File: src/rtl/low_power_pkg.sv
// low-power mode controller constants, types and carriers
// assumes a single system clock domain and synchronous active-high reset
//
// Operation
// - stop instruction enters selected low-power mode
// - mode field: 00 run 01 doze 10 wait 11 stop
// - idle core, gate clocks, stop holds clock low
// - reset or valid interrupt returns to run
// - wake level must exceed exit threshold
// - threshold 000 any, 11x only level 7
// - wake level exceeds core mask, unmasked, enabled
// - wait stops only core and memory clocks
// - doze stops core, peripherals follow own doze (here doze gates the same clocks as wait)
// - stop gates all clocks, peripherals keep state
// - software-disabled peripheral stays disabled in low power
// - core and static memory off, no recovery delay
// - watchdog wakes wait/doze, halted in stop
// - sdram runs in wait/doze, unclocked in stop
// - chip select runs in wait/doze, no wake
// - dma done or errors wake wait/doze only
// - uarts, serial wake wait/doze, freeze in stop
// - i2c interrupts on flag when enabled, not stop
// - i2c freezes in stop, resumes unless reset
// - timer capture/reference interrupt wakes wait/doze
// - timers halt in stop, resume unless reset
package low_power_pkg;

  // power mode select encodings
  typedef enum logic [1:0] {
    MODE_RUN  = 2'h0,
    MODE_DOZE = 2'h1,
    MODE_WAIT = 2'h2,
    MODE_STOP = 2'h3
  } power_mode_t;

  localparam int          LEVEL_W   = 3;            // interrupt level width
  localparam logic [2:0]  LEVEL_MAX = 3'h7;         // highest level
  localparam logic [2:0]  THRESH_ANY = 3'h0;        // threshold accepting any request
  localparam logic [2:0]  THRESH_TOP = 3'h6;        // 11x accept only top level

  // peripheral wake sources
  typedef struct packed {
    logic       watchdogIrq;   // core watchdog interrupt
    logic       dmaDone;       // dma transfer done
    logic       dmaConfigErr;  // dma configuration error
    logic       sourceBusError;
    logic       destBusError;
    logic       dmaIrqEnable;  // channel interrupt enable
    logic       uartIrq;       // any uart interrupt
    logic       serialIrq;     // queued serial interrupt
    logic       i2cUnitEnable;
    logic       i2cIrqEnable;
    logic       i2cIrqFlag;
    logic       timerCapture;  // capture event
    logic       timerCaptureModeNz;
    logic       timerRefReached;
    logic       referenceIrqEnable;
    logic       timerDmaRequestEnable;
  } periph_events_t;

  // peripheral software enables
  typedef struct packed {
    logic watchdogEn;
    logic sdramEn;
    logic chipSelectEn;
    logic timer_dma_request_enable;
    logic uartEn;
    logic serialEn;
    logic i2cEn;
    logic timerEn;
  } periph_enables_t;

  // clock gates per domain, high means running
  typedef struct packed {
    logic core;
    logic sram;
    logic watchdog;
    logic sdram;
    logic chipSelect;
    logic dma;
    logic uart;
    logic serial;
    logic i2c;
    logic timer;
  } clock_gates_t;

  // request from interrupt controller
  typedef struct packed {
    logic               valid;
    logic [LEVEL_W-1:0] level;
    logic [LEVEL_W-1:0] coreMask;
    logic               unmasked;
    logic               sourceEnabled;
  } irq_req_t;

endpackage : low_power_pkg

File: src/rtl/low_power_mode_control.sv
// low-power mode controller: enters doze, wait or stop on the stop
// instruction, gates clocks per mode, and returns to run on wakeup
// assumes core, interrupt controller and peripherals share this clock
`timescale 1ns/100ps
module low_power_mode_control
  import low_power_pkg::*;
(
  input  wire logic            clock,
  input  wire logic            rst,
  input  wire logic            stopInstruction,    // one-cycle strobe from core
  input  wire power_mode_t     powerModeSelect,    // mode field
  input  wire logic            stopModeEnable,     // stop permitted
  input  wire logic [2:0]      exitPriorityThreshold,
  input  wire irq_req_t        irqReq,
  input  wire periph_events_t  events,
  input  wire periph_enables_t enables,
  output power_mode_t          currentMode,
  output clock_gates_t         clockGates,
  output logic                 coreIdle,          // core held with no cycles
  output logic                 systemClockHold,   // system clock held low
  output logic                 periphWakeIrq,     // peripheral interrupt to controller
  output logic                 wakePulse,         // one cycle when run restored
  output logic                 i2cFrozen,
  output logic                 timerFrozen
);

  // whole module state
  typedef struct packed {
    power_mode_t  mode;
    clock_gates_t gates;
    logic         idle;
    logic         clkHold;
    logic         irqOut;
    logic         wake;
    logic         i2cFreeze;
    logic         timerFreeze;
  } state_t;

  state_t stateReg;   // registered state
  state_t stateNext;  // next state
  logic   wakeOk;     // qualified interrupt wake
  logic   periphIrq;  // combined peripheral interrupt
  logic   dmaIrq;
  logic   i2cIrq;
  logic   timerIrq;
  logic   lowPower;

  // priority, mask and enable qualification
  wake_qualifier u_wake_qualifier (
    .irq                   (irqReq),
    .exitPriorityThreshold (exitPriorityThreshold),
    .wakeOk                (wakeOk)
  );

  // peripheral interrupt sources, each gated by its enable
  always_comb
  begin
    dmaIrq = enables.timer_dma_request_enable && events.dmaIrqEnable
             && (events.dmaDone || events.dmaConfigErr
                 || events.sourceBusError || events.destBusError);
    i2cIrq = enables.i2cEn && events.i2cUnitEnable
             && events.i2cIrqEnable && events.i2cIrqFlag;
    timerIrq = enables.timerEn && !events.timerDmaRequestEnable
               && ((events.timerCaptureModeNz && events.timerCapture)
                   || (events.referenceIrqEnable && events.timerRefReached));
    // chip select contributes nothing; it cannot wake
    periphIrq = dmaIrq || i2cIrq || timerIrq
                || (enables.watchdogEn && events.watchdogIrq)
                || (enables.uartEn && events.uartIrq)
                || (enables.serialEn && events.serialIrq);
  end

  assign lowPower = (stateReg.mode != MODE_RUN);

  // mode sequencing and clock gating
  always_comb
  begin
    stateNext      = stateReg;
    stateNext.wake = 1'b0;
    unique case (stateReg.mode)
      MODE_RUN:
      begin
        if (stopInstruction)
        begin
          // stop needs its enable; otherwise stay in run
          if (powerModeSelect == MODE_STOP && stopModeEnable)
            stateNext.mode = MODE_STOP;
          else if (powerModeSelect == MODE_WAIT || powerModeSelect == MODE_DOZE)
            stateNext.mode = powerModeSelect;
        end
      end
      MODE_DOZE, MODE_WAIT, MODE_STOP:
      begin
        // qualified interrupt returns to run at once, no recovery wait
        if (lowPower && wakeOk)
        begin
          stateNext.mode = MODE_RUN;
          stateNext.wake = 1'b1;
        end
      end
    endcase

    // per-mode gating; a cleared software enable wins, except while reset loads all gates on
    stateNext.gates.core       = (stateNext.mode == MODE_RUN);
    stateNext.gates.sram       = (stateNext.mode == MODE_RUN);
    stateNext.gates.watchdog   = enables.watchdogEn
                                 && (stateNext.mode != MODE_STOP);
    stateNext.gates.sdram      = enables.sdramEn
                                 && (stateNext.mode != MODE_STOP);
    stateNext.gates.chipSelect = enables.chipSelectEn
                                 && (stateNext.mode != MODE_STOP);
    stateNext.gates.dma        = enables.timer_dma_request_enable && (stateNext.mode != MODE_STOP);
    stateNext.gates.uart       = enables.uartEn && (stateNext.mode != MODE_STOP);
    stateNext.gates.serial     = enables.serialEn
                                 && (stateNext.mode != MODE_STOP);
    stateNext.gates.i2c        = enables.i2cEn && (stateNext.mode != MODE_STOP);
    stateNext.gates.timer      = enables.timerEn && (stateNext.mode != MODE_STOP);
    // wait and doze keep peripheral clocks stop gates all
    stateNext.idle        = (stateNext.mode != MODE_RUN);
    stateNext.clkHold     = (stateNext.mode == MODE_STOP);
    // freezes hold state; reset clears them so resume never follows reset
    stateNext.i2cFreeze   = (stateNext.mode == MODE_STOP);
    stateNext.timerFreeze = (stateNext.mode == MODE_STOP);
    // no peripheral interrupt from frozen peripherals in stop
    stateNext.irqOut      = periphIrq && (stateNext.mode != MODE_STOP);
  end

  // state register; any reset returns to run with clocks on
  always_ff @(posedge clock)
  begin
    if (rst)
    begin
      stateReg             <= '0;
      stateReg.mode        <= MODE_RUN;
      stateReg.gates       <= '1;
    end
    else
      stateReg <= stateNext;
  end

  // outputs straight from state
  assign currentMode     = stateReg.mode;
  assign clockGates      = stateReg.gates;
  assign coreIdle        = stateReg.idle;
  assign systemClockHold = stateReg.clkHold;
  assign periphWakeIrq   = stateReg.irqOut;
  assign wakePulse       = stateReg.wake;
  assign i2cFrozen       = stateReg.i2cFreeze;
  assign timerFrozen     = stateReg.timerFreeze;

endmodule : low_power_mode_control

File: src/rtl/wake_qualifier.sv
// wake qualifier: decides whether a pending interrupt may end low power
// assumes all inputs are synchronous to the system clock
`timescale 1ns/100ps
module wake_qualifier
  import low_power_pkg::*;
(
  input  wire irq_req_t   irq,
  input  wire logic [2:0] exitPriorityThreshold,
  output logic            wakeOk
);

  logic aboveThreshold;  // level beats exit threshold
  logic aboveMask;       // level beats core mask

  // threshold compare; 11x collapses to top level only
  always_comb
  begin
    if (exitPriorityThreshold == THRESH_ANY)
      aboveThreshold = 1'b1;
    else if (exitPriorityThreshold >= THRESH_TOP)
      aboveThreshold = (irq.level == LEVEL_MAX);
    else
      aboveThreshold = (irq.level > exitPriorityThreshold);
    aboveMask = (irq.level > irq.coreMask);
    wakeOk = irq.valid && aboveThreshold && aboveMask
             && irq.unmasked && irq.sourceEnabled;
  end

endmodule : wake_qualifier

File: config.mk
export PLATFORM = sky130hd
export DESIGN_NAME = low_power_mode_control
export DESIGN_NICKNAME = d
export VERILOG_FILES = /design/src/rtl/low_power_pkg.sv /design/src/rtl/low_power_mode_control.sv /design/src/rtl/wake_qualifier.sv
export SDC_FILE = /design/constraint.sdc
export NUM_CORES = 1
export LEC_CHECK = 0
export BUFFER_PORTS_ARGS = -buffer_cell sky130_fd_sc_hd__buf_2
export CORE_MARGIN = 3
export CORE_UTILIZATION = 42
export CTS_CLUSTER_DIAMETER = 150
export DETAILED_ROUTE_END_ITERATION = 10
export PLACE_DENSITY = 0.81
export SLEW_MARGIN = 30
export SYNTH_ARGS = -nofsm -noshare
export SYNTH_HDL_FRONTEND = slang
export SYNTH_SLANG_ARGS = --single-unit
File: constraint.sdc
create_clock -name clock -period 2 [get_ports clock]
set_input_delay 0.4 -clock clock [delete_from_list [all_inputs] [get_ports clock]]
set_output_delay 0.4 -clock clock [all_outputs]
set_load 0.02 [all_outputs]
==> metrics.yaml <==
sta:
  max_freq_mhz: 621
  hold_viol: 0
  fin_setup_tns_ps: 0
  whs_ps: 373
  layout_setup_ws_ps: 389
  drv_slew: 0
  period_needed_ps: 1610
  maxSlewHeadroom_pct: 68.1
  final-setup-viol-count: 0
  tightest_slew_ps: 479
  rsz0062_at_grt: "false"
  final.setup_skew_ps: 2.85
  timing.final.crit_share_pct: 80.6
floorplan:
  start_util_pct: 46.2
  die_x_um: 53.4
  die-area_um2: 2850
  core.rowCount: 16
  core_um2: 2040
  fp.dieH_um: 53.4
  io_pins: 60
route:
  route.detailed.drc: 0
  vias: 1107
  dr.pass1.iters: 4
  drtAntennaViolNets: 0
  vias_per_cell: 5.74
  drt_wl_total_mm: 2.60
  wl_per_cell_um: 13.5
  drtIter0Drc: 25
cts:
  cts_sinks: 15
  cts.clk_slew.worst_paths_ps: 80
  clock_latency_ps: 290
  numCtsBuffers: 3
  cts_resized: 0
  tritoncts: "done"
  cts_root_buffer: "clkbuf_4"
  htree_num_levels: 1
  post-cts-setup-buffers: 0
  clock_path_buffers: 2
  hold_buffers: 0
power:
  power.static_leakage_nw: 0.602
  power.share.clock_pct: 21.8
  p_sw_uw: 275
  vdd.ir_drop.worst_uv: 305
  p_per_area_nw_per_um2: 614
  p_seq_share_pct: 42.3
  combPwrFrac_pct: 35.8
  swShare_pct: 34.5
  p_int_uw: 522
worst_hold_path:
  worstHoldPathType: "in2reg"
synthesis:
  synth_cell_type_count: 37
  synth.avg_cell_area_um2: 9.07
  yosysMostFrequentCell: "dfxtp_1"
  synth_area_leaders: "dfxtp_1 32%, ha_1 9.3%, o2111ai_1 5.6%, o22ai_1 5.3%, o21ai_0 4.2%"
  netlist_instances: 104
  synth_top_area_share_pct: 31.8
  synth_flop_cell: "dfxtp_1"
  yosysTopAreaCell: "dfxtp_1"
  synthTopCellsByCount: "15 x dfxtp_1, 8 x inv_1, 8 x o21ai_0, 8 x o22ai_1, 7 x ha_1"
  ys_ff_latch: 15
  synth_nets: 153
  yosys_warnings: 0
  ys_async_sr_fraction_pct: 0
  ys_seq_area_share_pct: 31.8
  netlist_area_um2: 943
  synth_edf_count: 0
global_route:
  gr-usage-met2_pct: 32.4
  antenna_found_initial: 0
  grt-ovfl-total: 0
  met1_usage_pct: 23.9
  grt_max_degree: 22
  grt_first_pass_wirelength_mm: 4.24
  top_usage_layer: "met2"
  grt_use_total_pct: 20.2
  grt_pass1_vias: 1029
  use_met3_pct: 4.51
outcome:
  status: "finished clean"
placed_design:
  place_ws_ps: 109
  gp_congestion: 0.759
  hpwl_mm: 2.15
  port_buffers: 59
worst_setup_path:
  cp_slowest_cell: "ha_1"
  cp.arrival_ps: 1810
  crit_chain: "buf_2 -> inv_1 -> ha_1 -> nor2b_4 -> o31a_1 -> a211o_1 -> a211oi_1"
  crit_path_max_fanout: 3
  critPathMaxStageDelay_ps: 310
  criticalPathCategory: "in2reg"
  endpoint_kind: "flip-flop"
  start_kind: "input pin"
  crit_required_ps: 2200
cells_and_area:
  antenna_cells: 0
  areaGrowthSynthToFinish_pct: 37.7
  drive_gt1_share_pct: 45.2
  layout.nets: 216
  fill_cells: 181
job:
  cap_violations: 0
[cell type report]
| cell class | instances | area (um2) | area share (%) |
|---|---|---|---|
| clock buffers | 4 | 26.3 | 2.02 |
| repair buffers | 64 | 333 | 25.6 |
| multi-input cells | 75 | 576 | 44.3 |
| flip-flops and latches | 15 | 300 | 23.1 |
| well taps | 27 | 33.8 | 2.60 |
| inverters | 8 | 30.0 | 2.31 |
[state kept, by name (all words and copies together), names as in the netlist]
name           flops
clockGates         9
periphWakeIrq      1
currentMode        2
timerFrozen        1
wakePulse          1
coreIdle           1
[metal layers]
metal,up-vias,share of wire (%)
li1,542,-
met1,497,42
met2,59,49
met3,9,7.0
met4,0,2.7
met5,-,0
[worst paths after layout]
| path | start | to | slack, ps | cells past startpoint |
|---|---|---|---|---|
| max reg2reg | currentMode[0]$_SDFF_PP0_ | clockGates[5]$_SDFF_PP1_ | 630 | 4 |
| min | enables[6] | clockGates[6]$_SDFF_PP1_ | 370 | 3 |
| max | exitPriorityThreshold[1] | timerFrozen$_SDFF_PP0_ | 390 | 7 |
| min reg2reg | currentMode[1]$_SDFF_PP0_ | currentMode[1]$_SDFF_PP0_ | 650 | 1 |
[per-stage QoR]
step,total power [mW],std cells,instance area [um2],util [%]
3_3_place_gp,0.615,189,1270,62.3
6_report,0.797,193,1300,63.6
5_1_grt,0.848,193,1300,63.6
2_1_floorplan,0.516,104,943,-
4_1_cts,0.800,193,1300,63.6
3_5_place_dp,0.627,189,1270,62.3
[power by group through the flow]
stage          clock [mW]  combinational (mW)  sequential [mW]
2_1_floorplan           0               0.140            0.376
3_3_place_gp            0               0.271            0.343
3_5_place_dp            0               0.283            0.344
4_1_cts             0.178               0.284            0.337
5_1_grt             0.193               0.315            0.341
6_report            0.174               0.286            0.337
[critical path, delay by kind of cell]
| family | cells | cell delay, ps |
|---|---|---|
| compound gates | 3 | 810 |
| fa+ha+maj | 1 | 310 |
| buf+inv | 2 | 150 |
| simple gates | 1 | 130 |
[layout by cell type, fill, tap and decap left out, types with 2 or more instances in the layout]
cell | netlist | final
a211oi_1 | 3 | 3
a22o_1 | 2 | 2
a31oi_1 | 2 | 2
a31oi_2 | 2 | 2
buf_2 | 0 | 59
buf_4 | 4 | 5
clkbuf_4 | 0 | 3
dfxtp_1 | 15 | 15
ha_1 | 7 | 7
inv_1 | 8 | 8
nand2_1 | 6 | 6
nand3_1 | 2 | 2
nand3b_1 | 2 | 2
nor2_1 | 2 | 2
nor4_1 | 2 | 2
o2111ai_1 | 6 | 6
o21ai_0 | 8 | 8
o22ai_1 | 8 | 8
o31a_1 | 2 | 2
o31ai_1 | 3 | 3
[cells by family (layout without fill, tap and decap cells)]
logic type,count (synthesis),in the layout,share of synthesized area (%)
AOI/OAI and AO/OA,47,47,38.2
adders and majority gates,7,7,9.28
buffers and inverters,14,76,7.16
DFF,15,15,31.8
and+or+nand+nor,21,21,13.5
No activity file was read; power rests on OpenSTA's default activity.
